--- src/core/clock_gen_pkg.sv ---
package clock_gen_pkg;

  // Register indices; the byte address on the bus is four times the index.
  localparam logic [7:0] power_control_two_idx = 8'h02;
  localparam logic [7:0] clock_config_one_idx = 8'h06;
  localparam logic [7:0] loop_control_one_idx = 8'h3C;
  localparam logic [7:0] loop_control_two_idx = 8'h3D;
  localparam logic [7:0] loop_control_three_idx = 8'h3E;
  localparam logic [7:0] loop_control_four_idx = 8'h3F;
  localparam logic [7:0] loop_control_five_idx = 8'h40;
  localparam logic [7:0] clock_config_four_idx = 8'h42;
  localparam logic [7:0] audio_clock_ctrl_idx = 8'h50;
  localparam logic [7:0] pin_function_idx = 8'h51;
  localparam logic [7:0] status_idx = 8'h52;

  // Field positions.
  localparam int pin_clock_enable_bit = 11;
  localparam int pin_clock_divider_lsb = 9;
  localparam int timeout_clock_enable_bit = 14;
  localparam int timeout_half_rate_select_bit = 15;
  localparam int timeout_divide_sixteen_bit = 8;
  localparam int timeout_times_four_bit = 7;
  localparam int loop_enable_bit = 0;
  localparam int loop_osc_enable_bit = 1;
  localparam int loop_fractional_mode_bit = 2;
  localparam int loop_output_divider_lsb = 8;
  localparam int loop_integer_multiplier_lsb = 5;
  localparam int loop_reference_prediv_lsb = 3;
  localparam int bit_clock_divider_lsb = 0;
  localparam int frame_rate_lsb = 8;
  localparam int master_mode_bit = 15;
  localparam int external_bit_clock_bit = 14;

  // Reset values.
  localparam logic [15:0] power_control_two_rst = 16'h0000;
  localparam logic [15:0] clock_config_one_rst = 16'h01C0;
  localparam logic [15:0] clock_config_four_rst = 16'h025E;
  localparam logic [15:0] loop_control_one_rst = 16'h0000;
  localparam logic [15:0] loop_control_two_rst = 16'h0000;
  localparam logic [15:0] loop_control_three_rst = 16'h0000;
  localparam logic [15:0] loop_control_four_rst = 16'h2EE0;
  localparam logic [15:0] loop_control_five_rst = 16'h0002;
  localparam logic [15:0] audio_clock_ctrl_rst = 16'h2003;
  localparam logic [15:0] pin_function_rst = 16'h0000;

  // Timing.
  localparam int clk_hz = 25_000_000;
  localparam int internal_slow_hz = 256_000;
  localparam int slow_tick_cycles = (clk_hz + internal_slow_hz - 1) / internal_slow_hz;
  localparam int timeout_base_div = 1024;
  localparam logic [1:0] pin_func_clock = 2'h1;
  localparam logic [31:0] unmapped_data = 32'h0000_0000;

  // Tick scaling in base-rate units.
  localparam int timeout_x4_half_periods = 256;

  typedef enum logic [1:0] {
    resp_okay = 2'b00,
    resp_slverr = 2'b10
  } axi_resp_t;

  typedef struct packed {
    logic [2:0] output_divider;
    logic [2:0] reference_ratio;
    logic [15:0] fraction_multiplier;
    logic [9:0] integer_multiplier;
    logic [1:0] reference_prediv;
    logic [1:0] reference_source;
    logic fractional_mode;
    logic osc_enable;
    logic enable;
  } loop_config_t;

endpackage

--- src/core/codec_clock_generation.sv ---
// Added by the designer: register access over AXI4-Lite.
`timescale 1ns/1ps
`default_nettype none
// Contract
// - Pin clock divider codes 0..8 give divide by 1,2,3,4,5.5,6,8,12,16.
// - Pin clock output gated by enable bit 11, reset off.
// - Pin clock reaches general pin one only when its function selects clock.
// - Timeout clock base is the 256 kHz clock divided by 1024.
// - Timeout clock runs only when its enable bit 14 is set.
// - Timeout rate bit 15 clear halves the clock, set passes it.
// - Divide-by-sixteen bit 8 divides the timeout clock by 16.
// - Times-four bit 7 multiplies timeout clock; rates span 1000 to 7.8125 Hz.
// - Master mode bit clock is system clock over bit-clock divider.
// - Master frame clock is bit clock, internal or external, over frame rate; the code divides by twice the frame rate field.
// - Loop accepts master, bit or frame clock as reference.
// - Reference prediv divides by 1,2,4,8 to reach 13.5 MHz or less.
// - Integer multiplier has LSB weight one in both modes.
// - Fraction multiplier applies only in fractional mode.
// - Fraction multiplier is unsigned with MSB weight one half.
// - Loop output is oscillator frequency over output divider.
// - Oscillator is reference times multiplier times ratio factor.
// - Loop can run free without any reference at reduced accuracy.
module codec_clock_generation (
  // Clock and reset.
  input wire logic clk,
  input wire logic srst,
  // AXI4-Lite slave.
  input wire logic [8:0] s_axi_awaddr,
  input wire logic s_axi_awvalid,
  output logic s_axi_awready,
  input wire logic [31:0] s_axi_wdata,
  input wire logic [3:0] s_axi_wstrb,
  input wire logic s_axi_wvalid,
  output logic s_axi_wready,
  output logic [1:0] s_axi_bresp,
  output logic s_axi_bvalid,
  input wire logic s_axi_bready,
  input wire logic [8:0] s_axi_araddr,
  input wire logic s_axi_arvalid,
  output logic s_axi_arready,
  output logic [31:0] s_axi_rdata,
  output logic [1:0] s_axi_rresp,
  output logic s_axi_rvalid,
  input wire logic s_axi_rready,
  // External audio clock pins.
  input wire logic ext_bit_clock,
  input wire logic ext_frame_clock,
  input wire logic master_clock_in,
  // Generated clocks and loop view.
  output logic general_pin_one,
  output logic timeout_clock,
  output logic bit_clock_out,
  output logic frame_clock_out,
  output logic [15:0] osc_multiplier_int,
  output logic [15:0] osc_multiplier_frac,
  output logic [8:0] osc_total_factor_log,
  output logic [2:0] loop_reference_sel_out,
  output logic loop_reference_level,
  output var clock_gen_pkg::loop_config_t loop_config,
  output logic loop_running,
  output logic loop_free_running
);

  ////////////////////////////////////////////////////////////////////////////
  // Registers.
  logic [15:0] pwr2_q, clk1_q, clk4_q, audio_q, pinf_q;
  logic [15:0] loop1_q, loop2_q, loop3_q, loop4_q, loop5_q;

  logic aw_got_q, w_got_q;
  logic [8:0] aw_addr_q;
  logic [15:0] w_data_q;
  logic [1:0] w_strb_q;

  assign s_axi_awready = !aw_got_q && !s_axi_bvalid;
  assign s_axi_wready = !w_got_q && !s_axi_bvalid;

  logic wr_go;
  logic [7:0] wr_idx;
  logic wr_hit;
  assign wr_go = aw_got_q && w_got_q && !s_axi_bvalid;
  assign wr_idx = {1'b0, aw_addr_q[8:2]};

  always_comb begin
    case (wr_idx)
      clock_gen_pkg::power_control_two_idx, clock_gen_pkg::clock_config_one_idx,
      clock_gen_pkg::clock_config_four_idx, clock_gen_pkg::loop_control_one_idx,
      clock_gen_pkg::loop_control_two_idx, clock_gen_pkg::loop_control_three_idx,
      clock_gen_pkg::loop_control_four_idx, clock_gen_pkg::loop_control_five_idx,
      clock_gen_pkg::audio_clock_ctrl_idx, clock_gen_pkg::pin_function_idx: wr_hit = 1'b1;
      default: wr_hit = 1'b0;
    endcase
  end

  always_ff @(posedge clk) begin
    if (srst) begin
      aw_got_q <= 1'b0;
      w_got_q <= 1'b0;
      aw_addr_q <= 9'h000;
      w_data_q <= 16'h0000;
      w_strb_q <= 2'b00;
      s_axi_bvalid <= 1'b0;
      s_axi_bresp <= clock_gen_pkg::resp_okay;
    end else begin
      if (s_axi_awvalid && s_axi_awready) begin
        aw_got_q <= 1'b1;
        aw_addr_q <= s_axi_awaddr;
      end
      if (s_axi_wvalid && s_axi_wready) begin
        w_got_q <= 1'b1;
        w_data_q <= s_axi_wdata[15:0];
        w_strb_q <= s_axi_wstrb[1:0];
      end
      if (wr_go) begin
        s_axi_bvalid <= 1'b1;
        s_axi_bresp <= wr_hit ? clock_gen_pkg::resp_okay : clock_gen_pkg::resp_slverr;
        aw_got_q <= 1'b0;
        w_got_q <= 1'b0;
      end else if (s_axi_bvalid && s_axi_bready) begin
        s_axi_bvalid <= 1'b0;
      end
    end
  end

  function automatic logic [15:0] merge(input logic [15:0] old, input logic [15:0] nw,
                                        input logic [1:0] st);
    merge = {st[1] ? nw[15:8] : old[15:8], st[0] ? nw[7:0] : old[7:0]};
  endfunction

  always_ff @(posedge clk) begin
    if (srst) begin
      pwr2_q <= clock_gen_pkg::power_control_two_rst;
      clk1_q <= clock_gen_pkg::clock_config_one_rst;
      clk4_q <= clock_gen_pkg::clock_config_four_rst;
      loop1_q <= clock_gen_pkg::loop_control_one_rst;
      loop2_q <= clock_gen_pkg::loop_control_two_rst;
      loop3_q <= clock_gen_pkg::loop_control_three_rst;
      loop4_q <= clock_gen_pkg::loop_control_four_rst;
      loop5_q <= clock_gen_pkg::loop_control_five_rst;
      audio_q <= clock_gen_pkg::audio_clock_ctrl_rst;
      pinf_q <= clock_gen_pkg::pin_function_rst;
    end else if (wr_go) begin
      case (wr_idx)
        clock_gen_pkg::power_control_two_idx: pwr2_q <= merge(pwr2_q, w_data_q, w_strb_q);
        clock_gen_pkg::clock_config_one_idx: clk1_q <= merge(clk1_q, w_data_q, w_strb_q);
        clock_gen_pkg::clock_config_four_idx: clk4_q <= merge(clk4_q, w_data_q, w_strb_q);
        clock_gen_pkg::loop_control_one_idx: loop1_q <= merge(loop1_q, w_data_q, w_strb_q);
        clock_gen_pkg::loop_control_two_idx: loop2_q <= merge(loop2_q, w_data_q, w_strb_q);
        clock_gen_pkg::loop_control_three_idx: loop3_q <= merge(loop3_q, w_data_q, w_strb_q);
        clock_gen_pkg::loop_control_four_idx: loop4_q <= merge(loop4_q, w_data_q, w_strb_q);
        clock_gen_pkg::loop_control_five_idx: loop5_q <= merge(loop5_q, w_data_q, w_strb_q);
        clock_gen_pkg::audio_clock_ctrl_idx: audio_q <= merge(audio_q, w_data_q, w_strb_q);
        clock_gen_pkg::pin_function_idx: pinf_q <= merge(pinf_q, w_data_q, w_strb_q);
        default: pwr2_q <= pwr2_q;
      endcase
    end
  end

  // Read channel.
  logic [7:0] rd_idx;
  logic [15:0] status_word;
  assign rd_idx = {1'b0, s_axi_araddr[8:2]};
  assign s_axi_arready = !s_axi_rvalid;

  always_ff @(posedge clk) begin
    if (srst) begin
      s_axi_rvalid <= 1'b0;
      s_axi_rdata <= clock_gen_pkg::unmapped_data;
      s_axi_rresp <= clock_gen_pkg::resp_okay;
    end else if (s_axi_arvalid && s_axi_arready) begin
      s_axi_rvalid <= 1'b1;
      s_axi_rresp <= clock_gen_pkg::resp_okay;
      case (rd_idx)
        clock_gen_pkg::power_control_two_idx: s_axi_rdata <= {16'h0000, pwr2_q};
        clock_gen_pkg::clock_config_one_idx: s_axi_rdata <= {16'h0000, clk1_q};
        clock_gen_pkg::clock_config_four_idx: s_axi_rdata <= {16'h0000, clk4_q};
        clock_gen_pkg::loop_control_one_idx: s_axi_rdata <= {16'h0000, loop1_q};
        clock_gen_pkg::loop_control_two_idx: s_axi_rdata <= {16'h0000, loop2_q};
        clock_gen_pkg::loop_control_three_idx: s_axi_rdata <= {16'h0000, loop3_q};
        clock_gen_pkg::loop_control_four_idx: s_axi_rdata <= {16'h0000, loop4_q};
        clock_gen_pkg::loop_control_five_idx: s_axi_rdata <= {16'h0000, loop5_q};
        clock_gen_pkg::audio_clock_ctrl_idx: s_axi_rdata <= {16'h0000, audio_q};
        clock_gen_pkg::pin_function_idx: s_axi_rdata <= {16'h0000, pinf_q};
        clock_gen_pkg::status_idx: s_axi_rdata <= {16'h0000, status_word};
        default: begin
          s_axi_rdata <= clock_gen_pkg::unmapped_data;
          s_axi_rresp <= clock_gen_pkg::resp_slverr;
        end
      endcase
    end else if (s_axi_rvalid && s_axi_rready) begin
      s_axi_rvalid <= 1'b0;
    end
  end

  ////////////////////////////////////////////////////////////////////////////
  // Pin clock divider, counted in half cycles of the system clock.
  logic [3:0] pdiv;
  logic [4:0] half_q;
  logic [4:0] half_len;
  logic pin_clk_q, pin_en;
  assign pdiv = clk1_q[clock_gen_pkg::pin_clock_divider_lsb +: 4];
  assign pin_en = pwr2_q[clock_gen_pkg::pin_clock_enable_bit];

  // Half period lengths in clk cycles, one per half system clock; 5.5 uses 5 and 6.
  logic alt_q;
  always_comb begin
    case (pdiv)
      4'h1: half_len = 5'd2;
      4'h2: half_len = 5'd3;
      4'h3: half_len = 5'd4;
      4'h4: half_len = alt_q ? 5'd6 : 5'd5;
      4'h5: half_len = 5'd6;
      4'h6: half_len = 5'd8;
      4'h7: half_len = 5'd12;
      4'h8: half_len = 5'd16;
      default: half_len = 5'd1;
    endcase
  end

  logic [1:0] phase_q;
  always_ff @(posedge clk) begin
    if (srst || !pin_en) begin
      half_q <= 5'd0;
      pin_clk_q <= 1'b0;
      alt_q <= 1'b0;
      phase_q <= 2'd0;
    end else if (half_q + 5'd1 >= half_len) begin
      half_q <= 5'd0;
      pin_clk_q <= !pin_clk_q;
      // Only 5.5 uses the long half, in two of every four halves.
      phase_q <= phase_q + 2'd1;
      alt_q <= (pdiv == 4'h4) ? (phase_q == 2'd1 || phase_q == 2'd2) : 1'b0;
    end else begin
      half_q <= half_q + 5'd1;
    end
  end

  logic pin_out_q;
  always_ff @(posedge clk) begin
    if (srst) begin
      pin_out_q <= 1'b0;
    end else begin
      // Code 0 passes the system clock level toggle each cycle.
      pin_out_q <= pin_en && pinf_q[1:0] == clock_gen_pkg::pin_func_clock &&
                   ((pdiv == 4'h0) ? !pin_out_q : pin_clk_q);
    end
  end
  assign general_pin_one = pin_out_q;

  ////////////////////////////////////////////////////////////////////////////
  // Timeout clock: 256 kHz tick, then /1024 base, then scaling.
  logic [6:0] slow_q;
  logic slow_tick;
  assign slow_tick = slow_q == 7'(clock_gen_pkg::slow_tick_cycles - 1);
  logic to_en, to_full, to_x4, to_d16;
  assign to_en = clk1_q[clock_gen_pkg::timeout_clock_enable_bit];
  assign to_full = clk1_q[clock_gen_pkg::timeout_half_rate_select_bit];
  assign to_x4 = clk4_q[clock_gen_pkg::timeout_times_four_bit];
  assign to_d16 = clk4_q[clock_gen_pkg::timeout_divide_sixteen_bit];

  // Half period in 256 kHz ticks: 512 base, x4 /4, full /1 half x2, /16 x16.
  logic [14:0] to_half;
  always_comb begin
    to_half = 15'(clock_gen_pkg::timeout_base_div / 2);
    if (to_x4) to_half = 15'(clock_gen_pkg::timeout_x4_half_periods / 2);
    if (!to_full) to_half = {to_half[13:0], 1'b0};
    if (to_d16) to_half = {to_half[10:0], 4'h0};
  end

  logic [14:0] to_cnt_q;
  logic to_clk_q;
  always_ff @(posedge clk) begin
    if (srst || !to_en) begin
      slow_q <= 7'd0;
      to_cnt_q <= 15'd0;
      to_clk_q <= 1'b0;
    end else begin
      slow_q <= slow_tick ? 7'd0 : slow_q + 7'd1;
      if (slow_tick) begin
        if (to_cnt_q + 15'd1 >= to_half) begin
          to_cnt_q <= 15'd0;
          to_clk_q <= !to_clk_q;
        end else begin
          to_cnt_q <= to_cnt_q + 15'd1;
        end
      end
    end
  end
  assign timeout_clock = to_clk_q;

  ////////////////////////////////////////////////////////////////////////////
  // Pin synchronisers: three stages, change accepted when stages two and three agree.
  logic [2:0] bck_s, frm_s, mck_s;
  logic bck_lvl_q, frm_lvl_q, mck_lvl_q;
  always_ff @(posedge clk) begin
    if (srst) begin
      bck_s <= 3'b000;
      frm_s <= 3'b000;
      mck_s <= 3'b000;
      bck_lvl_q <= 1'b0;
      frm_lvl_q <= 1'b0;
      mck_lvl_q <= 1'b0;
    end else begin
      bck_s <= {bck_s[1:0], ext_bit_clock};
      frm_s <= {frm_s[1:0], ext_frame_clock};
      mck_s <= {mck_s[1:0], master_clock_in};
      if (bck_s[1] == bck_s[2]) bck_lvl_q <= bck_s[2];
      if (frm_s[1] == frm_s[2]) frm_lvl_q <= frm_s[2];
      if (mck_s[1] == mck_s[2]) mck_lvl_q <= mck_s[2];
    end
  end

  // Master bit clock and frame clock.
  logic master_mode, ext_bclk;
  logic [7:0] bclk_div, frame_half;
  logic [7:0] bc_cnt_q, fr_cnt_q;
  logic bc_q, fr_q, bc_prev_q, bc_src;
  assign master_mode = audio_q[clock_gen_pkg::master_mode_bit];
  assign ext_bclk = audio_q[clock_gen_pkg::external_bit_clock_bit];
  assign bclk_div = {2'b00, audio_q[clock_gen_pkg::bit_clock_divider_lsb +: 6]};
  assign frame_half = {2'b00, audio_q[clock_gen_pkg::frame_rate_lsb +: 6]};
  assign bc_src = ext_bclk ? bck_lvl_q : bc_q;

  always_ff @(posedge clk) begin
    if (srst || !master_mode) begin
      bc_cnt_q <= 8'd0;
      bc_q <= 1'b0;
      fr_cnt_q <= 8'd0;
      fr_q <= 1'b0;
      bc_prev_q <= 1'b0;
    end else begin
      bc_prev_q <= bc_src;
      if (bc_cnt_q + 8'd1 >= bclk_div) begin
        bc_cnt_q <= 8'd0;
        bc_q <= !bc_q;
      end else begin
        bc_cnt_q <= bc_cnt_q + 8'd1;
      end
      // Frame counts bit-clock falling edges; frame_half is half the frame length.
      if (bc_prev_q && !bc_src) begin
        if (fr_cnt_q + 8'd1 >= frame_half) begin
          fr_cnt_q <= 8'd0;
          fr_q <= !fr_q;
        end else begin
          fr_cnt_q <= fr_cnt_q + 8'd1;
        end
      end
    end
  end
  assign bit_clock_out = bc_q;
  assign frame_clock_out = fr_q;

  ////////////////////////////////////////////////////////////////////////////
  // Loop configuration and derived multiplier terms.
  logic frac_on;
  assign frac_on = loop1_q[clock_gen_pkg::loop_fractional_mode_bit];
  assign loop_config.enable = loop1_q[clock_gen_pkg::loop_enable_bit];
  assign loop_config.osc_enable = loop1_q[clock_gen_pkg::loop_osc_enable_bit];
  assign loop_config.fractional_mode = frac_on;
  assign loop_config.output_divider = loop2_q[clock_gen_pkg::loop_output_divider_lsb +: 3];
  assign loop_config.reference_ratio = loop2_q[2:0];
  assign loop_config.fraction_multiplier = loop3_q;
  assign loop_config.integer_multiplier = loop4_q[clock_gen_pkg::loop_integer_multiplier_lsb +: 10];
  assign loop_config.reference_prediv = loop5_q[clock_gen_pkg::loop_reference_prediv_lsb +: 2];
  assign loop_config.reference_source = loop5_q[1:0];

  assign osc_multiplier_int = {6'h00, loop_config.integer_multiplier};
  assign osc_multiplier_frac = frac_on ? loop3_q : 16'h0000;

  // Log2 of total factor: ratio (x2^r, r capped at 4) minus prediv minus output divider.
  logic [2:0] ratio_log;
  assign ratio_log = loop_config.reference_ratio[2] ? 3'd4 : loop_config.reference_ratio;
  assign osc_total_factor_log = {6'h00, ratio_log} + 9'd16
                              - {7'h00, loop_config.reference_prediv}
                              - {6'h00, loop_config.output_divider} - 9'd1;

  // Reference selection and level.
  always_comb begin
    case (loop_config.reference_source)
      2'b00: loop_reference_level = mck_lvl_q;
      2'b01: loop_reference_level = frm_lvl_q;
      2'b10: loop_reference_level = bck_lvl_q;
      default: loop_reference_level = 1'b0;
    endcase
  end
  assign loop_reference_sel_out = {1'b0, loop_config.reference_source};

  logic running_q, free_q;
  always_ff @(posedge clk) begin
    if (srst) begin
      running_q <= 1'b0;
      free_q <= 1'b0;
    end else begin
      running_q <= loop_config.enable;
      free_q <= loop_config.osc_enable && !loop_config.enable;
    end
  end
  assign loop_running = running_q;
  assign loop_free_running = free_q;
  assign status_word = {12'h000, free_q, running_q, to_clk_q, pin_out_q};

endmodule
`default_nettype wire

--- config.mk ---
export PLATFORM = sky130hd
export DESIGN_NAME = codec_clock_generation
export DESIGN_NICKNAME = d
export VERILOG_FILES = /design/src/core/clock_gen_pkg.sv /design/src/core/codec_clock_generation.sv
export SDC_FILE = /design/constraint.sdc
export NUM_CORES = 1
export LEC_CHECK = 0
export BUFFER_PORTS_ARGS = -buffer_cell sky130_fd_sc_hd__buf_2
export CORE_MARGIN = 10
export CORE_UTILIZATION = 59
export CTS_BUF_LIST = sky130_fd_sc_hd__clkbuf_8
export CTS_CLUSTER_DIAMETER = 150
export DETAILED_ROUTE_END_ITERATION = 10
export GPL_TIMING_DRIVEN = 1
export PLACE_DENSITY_LB_ADDON = 0.3
export SLEW_MARGIN = 0
export SYNTH_ARGS = -nofsm -noshare
export SYNTH_HDL_FRONTEND = slang
export SYNTH_SLANG_ARGS = --single-unit
--- constraint.sdc ---
create_clock -name clk -period 4 [get_ports clk]
set_input_delay 0 -clock clk [delete_from_list [all_inputs] [get_ports clk]]
set_output_delay 0 -clock clk [all_outputs]
set_load 0.005 [all_outputs]
# After elaboration in Yosys (flattened, before gate mapping)
# Cells that the tools add are included.
dict set report classes {
  n_addsub 10
  magnitude_cmp 4
  n_eq_ne 38
  muxes 21
  n_reduce_logical 63
}
# cell n
set ops {}
lappend ops {{$pmux W16 S11} 1}
lappend ops {{$eq A7 B7 Y1 const B} 10}
lappend ops {{$reduce_and A3 Y1} 20}
lappend ops {{$eq A7 B6 Y1 const B} 8}
lappend ops {{$mux W15} 3}
lappend ops {{$pmux W5 S8} 1}
lappend ops {{$add A8 B1 Y8 const B} 2}
lappend ops {{$eq A4 B3 Y1 const B} 4}
lappend ops {{$ge A8 B6 Y1} 2}
lappend ops {{$mux W16} 1}
lappend ops {{$add A15 B1 Y15 const B} 1}
lappend ops {{$ge A15 B15 Y1} 1}
lappend ops {{$eq A7 B2 Y1 const B} 2}
lappend ops {{$eq A7 B3 Y1 const B} 2}
lappend ops {{$logic_not A1 Y1} 14}
lappend ops {{$logic_and A1 B1 Y1} 13}
lappend ops {{$reduce_or A11 Y1} 1}
lappend ops {{$mux W10} 1}
lappend ops {{$reduce_or A10 Y1} 1}
lappend ops {{$sub A8 B2 Y9 const B} 1}
lappend ops {{$eq A4 B2 Y1 const B} 2}
lappend ops {{$mux W1} 8}
lappend ops {{$mux W8} 1}
lappend ops {{$reduce_or A2 Y1} 4}
lappend ops {{other kinds (20)} 32}
dict set report word_totals {
  reg_bits 293
  in_bits 64
  out_inout_bits 131
  word_cells 187
}

# Depth between registers and ports, before layout
dict set report logic_depth {
  word_depth 5
  ltp_mapped 14
  depth_no_buf 13
}

# Worst setup path after synthesis
# No wires, ideal clock.
dict set report synth_timing {
  path_type {reg-to-reg}
  from {register to_cnt_q[5]}
  to {register to_cnt_q[4]}
  setup_time_ns 0.057
  t_arrival_ns 2.930
  t_required_ns 3.943
  slack_ns 1.013
  stages_incl_launch_ff 15
  path_buffers 3
  period_less_slack_ns 2.987
  cell_sequence {dfxtp_1 -> clkbuf_1 -> nand4_1 -> nor3_1 -> nand2_1 -> xnor2_1 -> ha_1 -> a21oi_1 -> nand2_1 -> a21o_1 -> or4_1 -> clkbuf_1 -> clkbuf_1 -> nor3b_1 -> a21o_1}
}
dict set report synth_between {
  elab_chain_len 3
}
# item line_no
set synth_lines {}
lappend synth_lines {{start: declaration} codec_clock_generation.sv:269} ;# logic [14:0] to_cnt_q;
lappend synth_lines {{start signal: assignment} codec_clock_generation.sv:283} ;# to_cnt_q <= to_cnt_q + 15'd1;
lappend synth_lines {{$add A15 B1 Y15} codec_clock_generation.sv:279} ;# if (to_cnt_q + 15'd1 >= to_half) begin
lappend synth_lines {{$ge A15 B15 Y1} codec_clock_generation.sv:279}
lappend synth_lines {{$mux W15} codec_clock_generation.sv:279}
# No other way between the ends.
# A chain may end at the register's enable or synchronous reset.

# Worst setup path in the final report
dict set report layout_timing {
  from {register to_cnt_q[0]}
  to {register to_cnt_q[12]}
}
dict set report layout_between {
  elab_chain_len 3
}
# item line_no
set layout_lines {}
lappend layout_lines {{$add A15 B1 Y15 *} {codec_clock_generation.sv:279, codec_clock_generation.sv:283}}
lappend layout_lines {{$ge A15 B15 Y1} codec_clock_generation.sv:279}
lappend layout_lines {{$mux W15 *} codec_clock_generation.sv:279}
# Every way passes the cells marked *; elsewhere a longest branch is shown, timed or not.

==> results_dict.tcl <==
set metrics [dict create \
    htreeDepth 2 \
    dieArea_sq_um 28700 \
    grt_pass1_wl_um 60000 \
    rows 54 \
    grt_remaining_overflow 0 \
    drive_gt1_share_pct 14.1 \
    cts_buffers 45 \
    cts_root_buffer "clkbuf_8" \
    yosys_warnings 0 \
    port-buffer-count 147 \
    status "complete, no violations" \
    drc 0 \
    power.total_w 0.00560 \
    synth_ff_type "dfxtp_1" \
    worstHoldStart "s_axi_araddr[3]" \
    synth_edf_count 0 \
    rsz0062_at_grt "false" \
    r2r_setup_slack_ps 490 \
    place_congestion 0.966 \
    period_minus_slack_ps 3510 \
    cts_tree "yes" \
    ant_nets 0 \
    synth_top_family_by_area "simple AND/OR/NAND/NOR gates" \
    rr_worst_depth 11 \
    synth_xor_area_share_pct 2.79 \
    synth_mux_area_share_pct 8.50 \
    die_x_um 170 \
    p_leak_nw 6.39 \
    slew_viol_final 0 \
    crit_fanout 16 \
    tightest_slew_ps 1250 \
    clock.fmax_ghz 0.285 \
    hold_viol 0 \
    detail_route.wl_per_cell_um 19.0 \
    ioPinCount 195 \
    first_iter_violations 1307 \
    clock-sinks 273 \
    grt.total_usage_pct 25.5 \
    cts_post_setup_buffers_inserted 0 \
    synth_compound_area_share_pct 13.1 \
    synth-seq-cells 273 \
    yosys.area_share.simple_pct 22.7 \
    grt_pass1_vias 11500 \
    peakVddDrop_v 0.000303 \
    avgSynthCellArea_sq_um 8.31 \
    grt_start_max_net_pins 116 \
    clkLatencyLatePin_ps 580 \
    worst_slew_margin_rel_pct 16.3 \
    synth.distinct_cells 65 \
    drt-vias-per-instance 5.90 \
    yosysSeqAreaShare_pct 41.4 \
    final_util_pct 68.2 \
    routed_wl_um 38200 \
    num_vias 11900 \
    async_flop_share_pct 0 \
    setup_tns_ps 0 \
    finalNetCount 1798 \
    hold-path-endpoint "s_axi_rdata[11]$_SDFFE_PP0P_" \
    cp-end-kind "register" \
    required_ps 4510 \
    period_share_pct 87.9 \
    hold_class "in2reg" \
    syn_area_sq_um 13200 \
    maxCapViolCount 0 \
    synth_cells 1588 \
    setup_viol 0 \
    clkTransAtPathRegs_ps 60 \
    antenna_found_initial 2 \
    min_path_cells 4 \
    arrival_ps 4020 \
    syn_to_final_growth_pct 13.1 \
    power_density_nw_per_um2 375 \
    dp_hpwl_um 26200 \
    worst_r2r_endpoint "to_cnt_q[12]$_SDFFE_PP0N_" \
    startpoint_type "register" \
    initial_utilization_pct 60.2 \
    r2r-start "to_cnt_q[0]$_SDFFE_PP0N_" \
    worstSetupPathType "reg2reg" \
    synthAdderAreaFrac_pct 3.91 \
    die_h_um 170 \
    firstDrtPassIters 5 \
    core_area_sq_um 21900 \
    worst_clock_skew_ps 24.7 \
    clock_path_buffers 3 \
]
final cells by class:
class                           count  area (sq um)
Fill cell                        1767          6970
Multi-Input combinational cell   1141          6840
Sequential cell                   273          5470
Timing Repair Buffer              194          1180
Clock buffer                       59           812
Tap cell                          280           350
Inverter                           39           146
Clock inverter                     21           123
Antenna cell                        2          5.00
cell usage after synthesis, drive strengths merged, types with 25 or more instances:
| master | number | area [sq um] |
|---|---|---|
| a21oi | 138 | 691 |
| and2 | 25 | 156 |
| buf | 74 | 517 |
| clkbuf | 87 | 327 |
| dfxtp | 273 | 5470 |
| ha | 38 | 475 |
| inv | 39 | 146 |
| mux2i | 103 | 1030 |
| nand2 | 235 | 882 |
| nand3 | 87 | 435 |
| nor2 | 162 | 611 |
| nor2b | 27 | 169 |
| o21ai | 31 | 155 |
| xnor2 | 25 | 219 |
how the worst max path moves through the flow:
stage / endpoint / from / cells past startpoint / slack [ps]
2_1_floorplan: to_cnt_q[4]$_SDFFE_PP0N_ / to_cnt_q[5]$_SDFFE_PP0N_ / 14 / 1010
3_3_place_gp: to_cnt_q[12]$_SDFFE_PP0N_ / to_cnt_q[5]$_SDFFE_PP0N_ / 11 / 620
3_5_place_dp: to_cnt_q[11]$_SDFFE_PP0N_ / to_cnt_q[0]$_SDFFE_PP0N_ / 11 / 490
4_1_cts: to_cnt_q[12]$_SDFFE_PP0N_ / to_cnt_q[0]$_SDFFE_PP0N_ / 11 / 470
5_1_grt: to_cnt_q[12]$_SDFFE_PP0N_ / to_cnt_q[0]$_SDFFE_PP0N_ / 11 / 210
6_report: to_cnt_q[12]$_SDFFE_PP0N_ / to_cnt_q[0]$_SDFFE_PP0N_ / 11 / 490
cell usage in the layout, fill, tap and decap left out, types with 27 or more instances in the layout:
cell           Yosys  routed
nand3_1           87      87
nor2b_1           27      27
conb_1             1      27
inv_1             39      53
dfxtp_1          273     273
clkbuf_8           0      59
a21oi_1          138     138
mux2i_1          103     103
dlygate4sd3_1      0      33
ha_1              38      38
nand2_1          235     235
buf_2              5     146
nor2_1           161     160
critical path: stages (launching register included):
cell and delay [ps]:
dfxtp_1 390, ha_1 300, nand3_1 110, nor2_1 360, nand3_1 210, xnor2_1 180, ha_1 330, a21oi_1 130
a21oi_1 90, or4_1 770, nor2_2 380, a221o_1 200
flip-flops by register name, indices dropped and copies added, names as in the netlist, 8 cells and up:
name and count:
w_data_q 16, bc_cnt_q 8, to_cnt_q 15, s_axi_rdata 16, loop5_q 16, loop2_q 16
clk4_q 16, loop4_q 16, clk1_q 16, fr_cnt_q 8, loop3_q 16, loop1_q 16
audio_q 16, pinf_q 16, pwr2_q 16
per-layer routing:
layer / GRT usage (%) / routed length (um) / vias to the layer above
met5: 0 / 0 / -
met4: 12.5 / 1580 / 0
met3: 5.44 / 3390 / 118
met2: 41.7 / 17900 / 591
met1: 31.2 / 15300 / 5550
li1: - / - / 5598
power breakdown:
part           internal, W  switching (W)
Combinational     0.000101       0.000178
Sequential         0.00275      0.0000637
Clock              0.00139        0.00112
Total              0.00424        0.00136
what timing repair did:
action                                 in CTS  in global routing
gates resized for setup                     0                  0
hold buffers                               33                  0
endpoints found under the hold margin      95                  0
stage by stage:
stage          hold slack [ps]  cell area (sq um)  cells  setup slack (ps)
2_1_floorplan              100              13300   1614              1010
3_3_place_gp               188              13600   1894               625
3_5_place_dp               195              13600   1894               489
4_1_cts                   3.49              14900   2007               468
5_1_grt                   66.3              14900   2009               209
6_report                  47.4              14900   2009               486
logic make-up after synthesis:
kind of cell	after synthesis
AOI/OAI and AO/OA	280
xor gates and xnor gates	42
adders and majority gates	40
buffers and inverters	200
DFF	273
muxes	108
other	1
and+or+nand+nor	644
Note: power is estimated with default switching activity, not from simulation.
